[src/common/tmr_cfg.svh]
`ifndef TMR_CFG_SVH
`define TMR_CFG_SVH

// Register indices; the bus byte address of each register is four times its index.
`define TMR_IDX_SC      8'h10
`define TMR_IDX_CNTH    8'h11
`define TMR_IDX_CNTL    8'h12
`define TMR_IDX_MODH    8'h13
`define TMR_IDX_MODL    8'h14
`define TMR_IDX_SHIFT   2

`define TMR_ADDR_W      8
`define TMR_DATA_W      32
`define TMR_BYTE_W      8
`define TMR_CNT_W       16
`define TMR_PS_W        3
`define TMR_DIV_W       7
`define TMR_CLKS_W      2

// Status/control field positions.
`define TMR_BIT_TOF     7
`define TMR_BIT_OVERFLOW_IRQ_ENABLE    6
`define TMR_BIT_CENTER_ALIGN_SELECT   5
`define TMR_BIT_CLKS_HI 4
`define TMR_BIT_CLKS_LO 3
`define TMR_BIT_PS_HI   2
`define TMR_BIT_PS_LO   0

// Counter values.
`define TMR_CNT_ZERO    16'h0000
`define TMR_CNT_ONE     16'h0001
`define TMR_CNT_ONES    16'hFFFF
`define TMR_HI_BYTE     15:8
`define TMR_LO_BYTE     7:0

// Clock source selections.
`define TMR_CLKS_OFF    2'h0
`define TMR_CLKS_BUS    2'h1
`define TMR_CLKS_IDLE   2'h2
`define TMR_CLKS_RF     2'h3

`define TMR_DIV_ZERO    7'h00
`define TMR_DIV_ONE     7'h01
`define TMR_RST_BYTE    8'h00

`endif

[src/common/tmr_pkg.sv]
`include "tmr_cfg.svh"

package tmr_pkg;

   typedef enum logic {
      TMR_DIR_UP,
      TMR_DIR_DOWN
   } tmr_dir_e;

   typedef enum logic [2:0] {
      TMR_REG_NONE,
      TMR_REG_SC,
      TMR_REG_CNTH,
      TMR_REG_CNTL,
      TMR_REG_MODH,
      TMR_REG_MODL
   } tmr_reg_e;

   typedef struct packed {
      logic                    psel;
      logic                    penable;
      logic                    pwrite;
      logic [`TMR_ADDR_W-1:0]  paddr;
      logic [`TMR_DATA_W-1:0]  pwdata;
   } tmr_apb_req_s;

   typedef struct packed {
      logic [`TMR_DATA_W-1:0]  prdata;
      logic                    pready;
      logic                    pslverr;
   } tmr_apb_rsp_s;

   typedef struct packed {
      logic                    sync1;
      logic                    sync2;
      logic                    sync3;
      logic [`TMR_DIV_W-1:0]   div;
      logic                    tick;
   } tmr_tick_s;

   typedef struct packed {
      logic [`TMR_CNT_W-1:0]   cnt;
      tmr_dir_e                dir;
      logic [`TMR_CNT_W-1:0]   modv;
      logic                    mod_hi_pend;
      logic                    mod_lo_pend;
      logic                    tof;
      logic                    tof_armed;
      logic                    overflow_irq_enable;
      logic                    center_align_select;
      logic [`TMR_CLKS_W-1:0]  clks;
      logic [`TMR_PS_W-1:0]    ps;
      logic                    lat_valid;
      logic                    lat_first_hi;
      logic [`TMR_CNT_W-1:0]   lat;
      logic                    tick_out;
      logic                    irq;
      tmr_apb_rsp_s            rsp;
   } tmr_core_s;

endpackage : tmr_pkg

[src/verilog/tmr_tick.sv]
`timescale 1ns/1ps
`include "tmr_cfg.svh"

module tmr_tick (
   input  wire logic                   i_mclk,      // Bus clock.
   input  wire logic                   i_rst,       // Synchronous reset, active high.
   input  wire logic                   i_rf_clk,    // RF-derived clock pin, asynchronous.
   input  wire logic [`TMR_CLKS_W-1:0] i_clks,      // Clock source selection.
   input  wire logic [`TMR_PS_W-1:0]   i_ps,        // Prescale selection.
   output logic                        o_tick       // One-cycle counting pulse.
);

   tmr_pkg::tmr_tick_s st;
   tmr_pkg::tmr_tick_s next_st;
   logic                src_pulse;
   logic [`TMR_DIV_W-1:0] mask;

   always_comb begin
      next_st = st;
      src_pulse = 1'b0;
      // the RF clock passes two flip-flops before the edge detector reads it.
      next_st.sync1 = i_rf_clk;
      next_st.sync2 = st.sync1;
      next_st.sync3 = st.sync2;
      next_st.tick = 1'b0;
      mask = `TMR_DIV_W'((`TMR_DIV_ONE << i_ps) - `TMR_DIV_ONE);
      case (i_clks)
         `TMR_CLKS_BUS: src_pulse = 1'b1;
         `TMR_CLKS_RF:  src_pulse = st.sync2 & ~st.sync3;
         default:       src_pulse = 1'b0;
      endcase
      if (i_clks == `TMR_CLKS_OFF) begin
         next_st.div = `TMR_DIV_ZERO;
      end else if (src_pulse) begin
         if ((st.div & mask) == mask) begin
            next_st.tick = 1'b1;
            next_st.div = `TMR_DIV_ZERO;
         end else begin
            next_st.div = st.div + `TMR_DIV_ONE;
         end
      end
   end

   always_ff @(posedge i_mclk) begin
      if (i_rst) begin
         st <= '0;
      end else begin
         st <= next_st;
      end
   end

   assign o_tick = st.tick;

endmodule : tmr_tick

[src/verilog/tmr_core.sv]
// The APB slave port was chosen for this implementation.
`timescale 1ns/1ps
`include "tmr_cfg.svh"

// Function
// - Up mode: set overflow flag when counter rolls from modulo to zero.
// - Center mode: set overflow flag at the step down from the modulo value.
// - Flag clears by reading status with flag set, then writing 0.
// - A new overflow before the clearing write restarts the sequence.
// - Writing 1 to the overflow flag leaves it unchanged.
// - Power-on reset clears the flag; other resets keep it.
// - Interrupt requested while flag and interrupt enable are set and no modulo byte write is pending; reset clears enable.
// - Center-align select 0 counts up; 1 counts up/down for center-aligned PWM.
// - Source 00 off, 01 bus clock, 10 enabled unclocked, 11 RF clock.
// - The RF clock is synchronised to the bus clock before the prescaler.
// - Prescaler after selection divides by two to the power of its field.
// - Reading either counter byte latches both until the other byte is read.
// - Latch re-armed by reset, counter byte write, or status register write.
// - Reset clears the counter to zero.
// - High byte shows counter bits 15:8, low byte bits 7:0.
// - Any write to either counter byte resets the counter.
// - Modulo of all zeros or all ones gives a free-running counter.
// - After one modulo byte write, overflow is suppressed until the other.

module tmr_core (
   input  wire logic                   i_mclk,          // Bus clock, 20 MHz.
   input  wire logic                   i_rst,           // Synchronous MCU reset, active high.
   input  wire logic                   i_por,           // Synchronous power-on reset, active high.
   input  wire logic                   i_rf_clk,        // RF-derived clock pin, asynchronous.
   input  wire tmr_pkg::tmr_apb_req_s  i_apb,           // APB request.
   output tmr_pkg::tmr_apb_rsp_s       o_apb,           // APB response.
   output logic [`TMR_CNT_W-1:0]       o_count,         // Counter value for channels.
   output logic                        o_count_down,    // Counter is counting down.
   output logic                        o_center_align,  // Center-aligned mode for all channels.
   output logic                        o_tick,          // Counter advanced this cycle.
   output logic                        o_irq            // Overflow interrupt request.
);

   localparam tmr_pkg::tmr_core_s CORE_RST = '0;

   tmr_pkg::tmr_core_s    st;
   tmr_pkg::tmr_core_s    next_st;
   tmr_pkg::tmr_reg_e     sel;
   logic                  tick;
   logic                  ovf;
   logic                  acc_new;
   logic                  acc_done;
   logic                  inhibit;
   logic [`TMR_CNT_W-1:0] top;
   logic [`TMR_CNT_W-1:0] rd_val;
   logic [`TMR_BYTE_W-1:0] rd_byte;
   logic [`TMR_BYTE_W-1:0] wr_byte;

   // Maps a byte address onto a register; misaligned or unknown addresses map to none.
   function automatic tmr_pkg::tmr_reg_e decode(input logic [`TMR_ADDR_W-1:0] addr);
      tmr_pkg::tmr_reg_e r;
      r = tmr_pkg::TMR_REG_NONE;
      if (addr == (`TMR_IDX_SC << `TMR_IDX_SHIFT)) begin
         r = tmr_pkg::TMR_REG_SC;
      end else if (addr == (`TMR_IDX_CNTH << `TMR_IDX_SHIFT)) begin
         r = tmr_pkg::TMR_REG_CNTH;
      end else if (addr == (`TMR_IDX_CNTL << `TMR_IDX_SHIFT)) begin
         r = tmr_pkg::TMR_REG_CNTL;
      end else if (addr == (`TMR_IDX_MODH << `TMR_IDX_SHIFT)) begin
         r = tmr_pkg::TMR_REG_MODH;
      end else if (addr == (`TMR_IDX_MODL << `TMR_IDX_SHIFT)) begin
         r = tmr_pkg::TMR_REG_MODL;
      end
      return r;
   endfunction : decode

   // Widens a register byte to the bus width with zeros above.
   function automatic logic [`TMR_DATA_W-1:0] widen(input logic [`TMR_BYTE_W-1:0] b);
      return {{(`TMR_DATA_W-`TMR_BYTE_W){1'b0}}, b};
   endfunction : widen

   tmr_tick u_tick (
      .i_mclk   (i_mclk),
      .i_rst    (i_rst | i_por),
      .i_rf_clk (i_rf_clk),
      .i_clks   (st.clks),
      .i_ps     (st.ps),
      .o_tick   (tick)
   );

   always_comb begin
      next_st  = st;
      ovf      = 1'b0;
      rd_val   = `TMR_CNT_ZERO;
      rd_byte  = `TMR_RST_BYTE;
      wr_byte  = i_apb.pwdata[`TMR_BYTE_W-1:0];
      sel      = decode(i_apb.paddr);
      acc_new  = i_apb.psel & i_apb.penable & ~st.rsp.pready;
      acc_done = i_apb.psel & i_apb.penable & st.rsp.pready;
      inhibit  = st.mod_hi_pend | st.mod_lo_pend;

      // A modulo of zero or all ones lets the counter run through the full range.
      if ((st.modv == `TMR_CNT_ZERO) || (st.modv == `TMR_CNT_ONES)) begin
         top = `TMR_CNT_ONES;
      end else begin
         top = st.modv;
      end

      // Counting, one step per prescaled tick.
      next_st.tick_out = tick;
      if (tick) begin
         if (!st.center_align_select) begin
            next_st.dir = tmr_pkg::TMR_DIR_UP;
            if (st.cnt == top) begin
               next_st.cnt = `TMR_CNT_ZERO;
               ovf = 1'b1;
            end else begin
               next_st.cnt = st.cnt + `TMR_CNT_ONE;
            end
         end else begin
            case (st.dir)
               tmr_pkg::TMR_DIR_UP: begin
                  if (st.cnt >= top) begin
                     next_st.dir = tmr_pkg::TMR_DIR_DOWN;
                     next_st.cnt = st.cnt - `TMR_CNT_ONE;
                     ovf = 1'b1;
                  end else begin
                     next_st.cnt = st.cnt + `TMR_CNT_ONE;
                  end
               end
               tmr_pkg::TMR_DIR_DOWN: begin
                  if (st.cnt == `TMR_CNT_ZERO) begin
                     next_st.dir = tmr_pkg::TMR_DIR_UP;
                     next_st.cnt = `TMR_CNT_ONE;
                  end else begin
                     next_st.cnt = st.cnt - `TMR_CNT_ONE;
                  end
               end
               default: begin
                  next_st.dir = tmr_pkg::TMR_DIR_UP;
               end
            endcase
         end
      end

      // Read phase: data and read side effects are settled when pready is raised.
      next_st.rsp.pready = acc_new;
      if (acc_new) begin
         next_st.rsp.pslverr = (sel == tmr_pkg::TMR_REG_NONE);
         if (!i_apb.pwrite) begin
            case (sel)
               tmr_pkg::TMR_REG_SC: begin
                  rd_byte = {st.tof, st.overflow_irq_enable, st.center_align_select, st.clks, st.ps};
                  if (st.tof) begin
                     next_st.tof_armed = 1'b1;
                  end
               end
               tmr_pkg::TMR_REG_CNTH, tmr_pkg::TMR_REG_CNTL: begin
                  if (st.lat_valid) begin
                     rd_val = st.lat;
                     if ((sel == tmr_pkg::TMR_REG_CNTH) != st.lat_first_hi) begin
                        next_st.lat_valid = 1'b0;
                     end
                  end else begin
                     rd_val = st.cnt;
                     next_st.lat = st.cnt;
                     next_st.lat_valid = 1'b1;
                     next_st.lat_first_hi = (sel == tmr_pkg::TMR_REG_CNTH);
                  end
                  if (sel == tmr_pkg::TMR_REG_CNTH) begin
                     rd_byte = rd_val[`TMR_HI_BYTE];
                  end else begin
                     rd_byte = rd_val[`TMR_LO_BYTE];
                  end
               end
               tmr_pkg::TMR_REG_MODH: rd_byte = st.modv[`TMR_HI_BYTE];
               tmr_pkg::TMR_REG_MODL: rd_byte = st.modv[`TMR_LO_BYTE];
               default: rd_byte = `TMR_RST_BYTE;
            endcase
         end
         next_st.rsp.prdata = widen(rd_byte);
      end

      // Write phase: takes effect at the edge where the master sees pready high.
      if (acc_done && i_apb.pwrite) begin
         case (sel)
            tmr_pkg::TMR_REG_SC: begin
               next_st.overflow_irq_enable  = wr_byte[`TMR_BIT_OVERFLOW_IRQ_ENABLE];
               next_st.center_align_select = wr_byte[`TMR_BIT_CENTER_ALIGN_SELECT];
               next_st.clks  = wr_byte[`TMR_BIT_CLKS_HI:`TMR_BIT_CLKS_LO];
               next_st.ps    = wr_byte[`TMR_BIT_PS_HI:`TMR_BIT_PS_LO];
               next_st.lat_valid = 1'b0;
               if (!wr_byte[`TMR_BIT_TOF] && st.tof_armed) begin
                  next_st.tof = 1'b0;
                  next_st.tof_armed = 1'b0;
               end
            end
            tmr_pkg::TMR_REG_CNTH, tmr_pkg::TMR_REG_CNTL: begin
               next_st.cnt = `TMR_CNT_ZERO;
               next_st.dir = tmr_pkg::TMR_DIR_UP;
               next_st.lat_valid = 1'b0;
            end
            tmr_pkg::TMR_REG_MODH: begin
               next_st.modv[`TMR_HI_BYTE] = wr_byte;
               next_st.mod_hi_pend = ~st.mod_lo_pend;
               next_st.mod_lo_pend = 1'b0;
            end
            tmr_pkg::TMR_REG_MODL: begin
               next_st.modv[`TMR_LO_BYTE] = wr_byte;
               next_st.mod_lo_pend = ~st.mod_hi_pend;
               next_st.mod_hi_pend = 1'b0;
            end
            default: begin
               next_st.tof = st.tof;
            end
         endcase
      end

      // The overflow is applied last so that it wins over a clearing write in the same cycle.
      if (ovf && !inhibit) begin
         next_st.tof = 1'b1;
         next_st.tof_armed = 1'b0;
      end

      next_st.irq = next_st.tof & next_st.overflow_irq_enable & ~(next_st.mod_hi_pend | next_st.mod_lo_pend);

      // An MCU reset restores every field but keeps the overflow flag.
      if (i_rst) begin
         next_st = CORE_RST;
         next_st.tof = st.tof;
      end
   end

   always_ff @(posedge i_mclk) begin
      if (i_por) begin
         st <= CORE_RST;
      end else begin
         st <= next_st;
      end
   end

   assign o_apb          = st.rsp;
   assign o_count        = st.cnt;
   assign o_count_down   = (st.dir == tmr_pkg::TMR_DIR_DOWN);
   assign o_center_align = st.center_align_select;
   assign o_tick         = st.tick_out;
   assign o_irq          = st.irq;

endmodule : tmr_core

[config.mk]
export PLATFORM = sky130hd
export DESIGN_NAME = tmr_core
export DESIGN_NICKNAME = d
export VERILOG_FILES = /design/src/common/tmr_pkg.sv /design/src/verilog/tmr_tick.sv /design/src/verilog/tmr_core.sv
export VERILOG_INCLUDE_DIRS = /design/src /design/src/common
export SDC_FILE = /design/constraint.sdc
export NUM_CORES = 1
export LEC_CHECK = 0
export BUFFER_PORTS_ARGS = -buffer_cell sky130_fd_sc_hd__buf_2
export CAP_MARGIN = 20
export CORE_ASPECT_RATIO = 2
export CORE_MARGIN = 5
export CORE_UTILIZATION = 45
export DETAILED_ROUTE_END_ITERATION = 10
export PLACE_DENSITY_LB_ADDON = 0.05
export SLEW_MARGIN = 10
export SYNTH_ARGS = -nofsm -noshare
export SYNTH_HDL_FRONTEND = slang
export SYNTH_SLANG_ARGS = --single-unit
[constraint.sdc]
create_clock -name i_mclk -period 4.1 [get_ports i_mclk]
set_clock_uncertainty 0.2 [all_clocks]
set_input_delay 0.41 -clock i_mclk [delete_from_list [all_inputs] [get_ports i_mclk]]
set_output_delay 0.41 -clock i_mclk [all_outputs]
set_load 0.005 [all_outputs]
* Word-level counts from Yosys, hierarchy flattened
Index checks and enable logic that the tools add are counted.
** Cells by class
- Eq/ne operators :: 16
- Add/subtract/negate cells :: 4
- Multiplexer cells :: 45
- Reductions and logical operators :: 20
- $lt $le $gt $ge :: 1
- Shift operators :: 1
- Bitwise gates (word level) :: 19
** Operators with widths (count)
- $mux 16 :: 5
- $mux 17 :: 4
- $mux 18 :: 3
- $mux 45 :: 1
- $eq 8x7->1 const B :: 5
- $mux 8 :: 5
- $pmux 17 s2 :: 1
- $logic_not 16->1 :: 2
- $pmux 8 s4 :: 1
- $add 16x1->16 const B :: 1
- $eq 16x16->1 :: 1
- $eq 16x16->1 const B :: 1
- $ge 16x16->1 :: 1
- $sub 16x1->16 const B :: 1
- $mux 1 :: 15
- $mux 3 :: 5
- $not 1->1 :: 9
- $reduce_or 3->1 :: 3
- $add 7x1->7 const B :: 1
- $and 7x7->7 :: 1
- $eq 7x7->1 :: 1
- $mux 7 :: 1
- $shl 1x3->7 const A :: 1
- $sub 7x1->7 const B :: 1
- 19 further kinds :: 36
** Word-level totals
- Input bits :: 47
- Output and inout port bits :: 54
- Logic and storage cells :: 131
- Register bits after elaboration :: 85

* Longest topological paths before layout
- Depth after elaboration :: 18
- Mapped depth :: 14
- Mapped depth without buffers :: 12

* Modules after synthesis
From an unflattened synthesis, not the netlist that was laid out.
** Second synthesis, totals
- Cells, all modules :: 707
- Area, all modules :: 5788.1 um^2
** Modules (own cells, without submodules)
- tmr_core :: sequential area each 1481.4 um^2, area each 5072.4 um^2, instances 1, cells each 639
- tmr_tick :: sequential area each 220.2 um^2, area each 715.7 um^2, instances 1, cells each 68

* Worst setup path before layout
OpenSTA, ideal clock, no wires.
- Path kind :: register -> register
- Start :: reg st[66] (netlist bit)
- End :: reg st, in the netlist o_count[10]
- Required time :: 3.783 ns
- Path slack :: 0.468 ns
- Clock period less this slack :: 3.632 ns
- Stages on the path, launching flop included :: 15
- Library setup time :: 0.117 ns
- Path buffers :: 2
- Data arrival time :: 3.316 ns
- Path through :: dfxtp_1 > nand4_1 > or4_1 > nand2_1 > clkbuf_1 > nor2_1 > ha_1 > nand4_1 > or3_1 > o211a_1 > and2_1 > buf_2 > o21ai_2 > o21ai_0 > a22o_1
** On the way
- Word-level cells in the longest chain between the ends :: 10
- Elaborated cells between the ends (all ways) :: 13
- Those cells by class :: order compare (1); eq/ne (2); mux (8); reduce/logical (2)
** RTL lines
- from (decl) :: RTL line tmr_core.sv:41 : tmr_pkg::tmr_core_s st;
- from (signal assigned) :: RTL line tmr_core.sv:233 : st <= next_st;
- $eq 16x16->1 (no source line) / $logic_not 16->1 (equally long branches)
- $logic_or 1x1->1 :: RTL line tmr_core.sv:98 : if ((st.modv == `TMR_CNT_ZERO) || (st.modv == `TMR_CNT_ONES)) begin
- $mux 16 * :: RTL line tmr_core.sv:98
- $ge 16x16->1 :: RTL line tmr_core.sv:118 : if (st.cnt >= top) begin
- $mux 16 :: RTL line tmr_core.sv:118
- $pmux 17 s2 :: RTL line tmr_core.sv:116 : case (st.dir)
- $mux 17 * :: RTL line tmr_core.sv:107 : if (!st.center_align_select) begin
- $mux 17 * :: RTL line tmr_core.sv:106 : if (tick) begin
- $mux 17 :: RTL line tmr_core.sv:181 : case (sel)
- $mux 45 * :: RTL line tmr_core.sv:180 : if (acc_done && i_apb.pwrite) begin
Mark *: on every way between the ends. The rest lies on a longest branch, timed or not.
A chain may end at the register's enable or synchronous reset.

* Worst setup path in the final report
- Start :: reg st[65] (netlist bit)
- End :: reg st, in the netlist o_count[11]
The elaborated chain is that of the path after synthesis.

==> flow_summary_export.csv <==
group,metric,value,unit
cells_and_area,antenna_cells_inserted,0,
setup_path,worst-endpoint-arrival,3.95,ns
power,power_density,281,mW/mm²
yosys,synthesis.yosys.warnings,0,
clock_tree,cts_tree,"yes",
sta,timing.final.max_slew_violations,0,
route,dr_wl_met2,9370,µm
setup_path,r2r.worst_path.cells,13,
power,sequential_power_share,49.3,%
global_route,grt_pass1_vias,4968,
setup_path,timing.critical_path.from,"st[65]$_SDFFE_PP0P_",
worst_hold_path,worst_hold_startpoint,"i_por",
route,drt_first_pass_iters,5,
worst_hold_path,hold_path_class,"input pin to register",
setup_path,critical_path_required,4.17,ns
power,total_leakage_power,2.43,nW
die,core,0.0121,mm²
placement,dpl.cell_count,842,
global_route,grt_first_pass_wirelength,26600,µm
placement,worst_setup_timing_slack_at_the_placement_stage,0.160,ns
route,total_via_count_in_the_routed_design,5053,
yosys,yosys.area.top_type_share,30.9,%
worst_hold_path,min_delay_path_depth,2,
yosys,synth_commonest_cells,"85 x sky130_fd_sc_hd__dfxtp_1, 82 x sky130_fd_sc_hd__nand2_1, 72 x sky130_fd_sc_hd__nor2_1",
power,post-layout-total-power,1.68,mW
clock_tree,clock_tree.buffer_depth,2,
placement,place_hpwl,13000,µm
sta,unrepaired_setup_endpoints_after_global_routing,"no",
sta,tightestPinTransition,0.906,ns
power,power.switching,0.406,mW
sta,tmin_final,3.89,ns
route,ant_nets,0,
setup_path,reg2reg_slack,0.21,ns
sta,crit_path_setup_slack_layout,0.213,ns
route,m1WireLength,6200,µm
sta,setup_viol,0,
placement,place_congestion,0.900,
setup_path,critical_path.startpoint_type,"register",
clock_tree,cts_inserted_buffers,9,
power,vdd_ir_drop_max,0.212,mV
die,die_x,88.3,µm
yosys,synthArstFlopShare,0,%
power,p_clk_share,46.7,%
yosys,syn-mean-instance-area,8.12,µm²
die,total_die_area,0.0147,mm²
yosys,dominantRegCellSynth,"sky130_fd_sc_hd__dfxtp_1",
yosys,mappedNetlistArea,0.00551,mm²
global_route,antenna_found_initial,0,
route,first_iter_violations,353,
route,route.met3.wl,696,µm
clock_tree,worstSkewPairLatency,0.34,ns
sta,slew_headroom,39.5,%
cells_and_area,drive_above_1_share,18.7,%
sta,final_min_period_over_clock_period,94.8,%
yosys,syn-instance-count,679,
placement,place.port_buffers,52,
sta,fmaxAchievable,257,MHz
die,num_rows,57,
clock_tree,clk_pin_slew,0.06,ns
yosys,share_of_synthesized_area_occupied_by_flip_flops_and_latches,30.9,%
route,via_per_inst,5.89,
cells_and_area,post_layout_nonfiller_instances,858,
die,die_y,167,µm
clock_tree,cts_num_sinks,85,
setup_path,r2r-start,"st[65]$_SDFFE_PP0P_",
route,drcViolationCount,0,
route,top_layer_used,"met4",
power,switching_share,24.1,%
global_route,groute.usage.overall,23.2,%
yosys,synth-edff-count,0,
yosys,post-synth-top-count-cell,"sky130_fd_sc_hd__dfxtp_1",
yosys,synth-seq-cells,85,
run_status,run_status,"complete, no violations",
global_route,grt_overflow,0,
yosys,ys_top_cells_by_area,"sky130_fd_sc_hd__dfxtp_1 31%, sky130_fd_sc_hd__buf_4 7.4%, sky130_fd_sc_hd__mux2i_1 6.0%",
yosys,synth_cell_type_count,71,
cells_and_area,num-nets-final,773,
sta,timing_hold_violations_final,0,
die,initial_core_util,45.7,%
setup_path,critical_path.max_fanout,16,
setup_path,timing_worst_setup_path_type,"register to register",
clock_tree,htree_num_levels,3,
sta,timing.hold.ws,0.0482,ns
power,combPwrFrac,4.0,%
route,routedWlPerCell,19.9,µm
setup_path,setup.worst_path.end,"o_count[11]$_SDFF_PP0_",
cells_and_area,area_growth,8.92,%
setup_path,cp-end-kind,"register",
setup_path,worst_r2r_endpoint,"o_count[11]$_SDFF_PP0_",
yosys,yosysTopAreaCell,"sky130_fd_sc_hd__dfxtp_1",
route,postRouteWirelength,17100,µm
power,intPower,1.28,mW
clock_tree,root_buffer,"sky130_fd_sc_hd__clkbuf_16",
sta,fin_setup_tns,0,ns
flow_run,drv.max_cap_violation_count,0,
clock_tree,post_cts_buffers,0,
global_route,grt_max_degree,53,
die,ioPinCount,101,
power by group through the flow:
| stage | clock network (mW) | registers (mW) | logic, mW |
|---|---|---|---|
| floorplan | 0 | 0.847 | 0.0560 |
| global placement | 0 | 0.849 | 0.0659 |
| detailed placement | 0 | 0.849 | 0.0668 |
| CTS | 0.803 | 0.830 | 0.0668 |
| global route | 0.839 | 0.830 | 0.0739 |
| finish | 0.787 | 0.830 | 0.0675 |
repair_timing:
item | in CTS | in global routing
gates resized for setup | 0 | 5
setup endpoints to repair | 0 | 8
hold buffers | 0 | 0
how the worst min path moves through the flow:
stage / end
6_report: st[62]$_SDFFE_PP0N_
2_1_floorplan: u_tick.next_st[8]$_SDFF_PP0_
3_5_place_dp: u_tick.next_st[8]$_SDFF_PP0_
4_1_cts: st[62]$_SDFFE_PP0N_
5_1_grt: st[62]$_SDFFE_PP0N_
3_3_place_gp: u_tick.next_st[8]$_SDFF_PP0_
flip-flops by register name, summed over array words and instances, names as in the netlist:
signal / flops
o_center_align: 1
o_count_down: 1
u_tick.o_tick: 1
u_tick.next_st: 2
o_count: 16
o_apb: 10
st: 44
o_tick: 1
u_tick.st: 8
o_irq: 1
per-layer routing:
metal / track usage (%) / vias to the layer above
met5: 0 / -
met4: 11.8 / 0
met3: 3.21 / 50
met2: 42.6 / 169
met1: 24.7 / 2405
li1: - / 2429
stage by stage:
stage,utilization (%),cell area [µm²]
2_1_floorplan,-,5600
3_3_place_gp,47.3,5700
3_5_place_dp,47.3,5700
4_1_cts,49.6,5980
5_1_grt,49.8,6000
6_report,49.8,6000
layout by cell type (no fill, tap or decap), types with 5 or more instances in the layout:
cell	synthesis	routed
sky130_fd_sc_hd__a211oi_1	5	5
sky130_fd_sc_hd__a21oi_1	39	39
sky130_fd_sc_hd__a21oi_2	11	10
sky130_fd_sc_hd__a22o_1	9	9
sky130_fd_sc_hd__a22oi_1	14	14
sky130_fd_sc_hd__and2_1	11	10
sky130_fd_sc_hd__and3_1	8	8
sky130_fd_sc_hd__buf_2	15	52
sky130_fd_sc_hd__buf_4	54	31
sky130_fd_sc_hd__clkbuf_16	0	9
sky130_fd_sc_hd__conb_1	1	24
sky130_fd_sc_hd__dfxtp_1	85	85
sky130_fd_sc_hd__ha_1	20	20
sky130_fd_sc_hd__inv_1	12	12
sky130_fd_sc_hd__mux2i_1	33	33
sky130_fd_sc_hd__nand2_1	82	81
sky130_fd_sc_hd__nand2b_1	7	7
sky130_fd_sc_hd__nand3_1	18	17
sky130_fd_sc_hd__nand4_1	17	17
sky130_fd_sc_hd__nor2_1	72	72
sky130_fd_sc_hd__nor3_1	10	10
sky130_fd_sc_hd__nor4_1	6	6
sky130_fd_sc_hd__o211ai_1	10	10
sky130_fd_sc_hd__o21ai_0	22	22
sky130_fd_sc_hd__o221ai_1	8	8
sky130_fd_sc_hd__or3_1	5	5
sky130_fd_sc_hd__xnor2_1	5	5
sky130_fd_sc_hd__xor2_1	8	8
cell type report:
cell class	instances	area (µm²)
fillers	1230	6050
repair buffers	83	493
flip-flops and latches	85	1700
clock inverters	6	43.8
clock buffers	10	239
inverters	12	45.0
well taps	147	184
multi-input cells	515	3300
logic make-up (layout without fill, tap and decap cells):
group                    Yosys count  count (layout)  synth area share [%]
AO/OA/AOI/OAI                    159             159                  20.4
adder cells (fa/ha/maj)           20              20                  4.54
flip-flops                        85              85                  30.9
other                              1              24                0.0680
XOR/XNOR                          13              13                  2.07
buffers and inverters            102             111                  11.3
multiplexers                      36              36                  7.15
AND/OR/NAND/NOR                  263             263                  23.6
critical path: stages, from the launching register on:
cell                       delay [ns]
sky130_fd_sc_hd__dfxtp_1         0.41
sky130_fd_sc_hd__nand4_1         0.13
sky130_fd_sc_hd__or4_1           0.54
sky130_fd_sc_hd__nand2_1         0.08
sky130_fd_sc_hd__buf_4           0.20
sky130_fd_sc_hd__nor2_1          0.06
sky130_fd_sc_hd__ha_1            0.30
sky130_fd_sc_hd__and4b_1         0.22
sky130_fd_sc_hd__a211oi_1        0.37
sky130_fd_sc_hd__o211a_1         0.35
sky130_fd_sc_hd__and2_2          0.33
sky130_fd_sc_hd__o21ai_4         0.12
sky130_fd_sc_hd__o32a_1          0.36
sky130_fd_sc_hd__o211ai_1        0.15
Power figures use the tool's default switching activity.
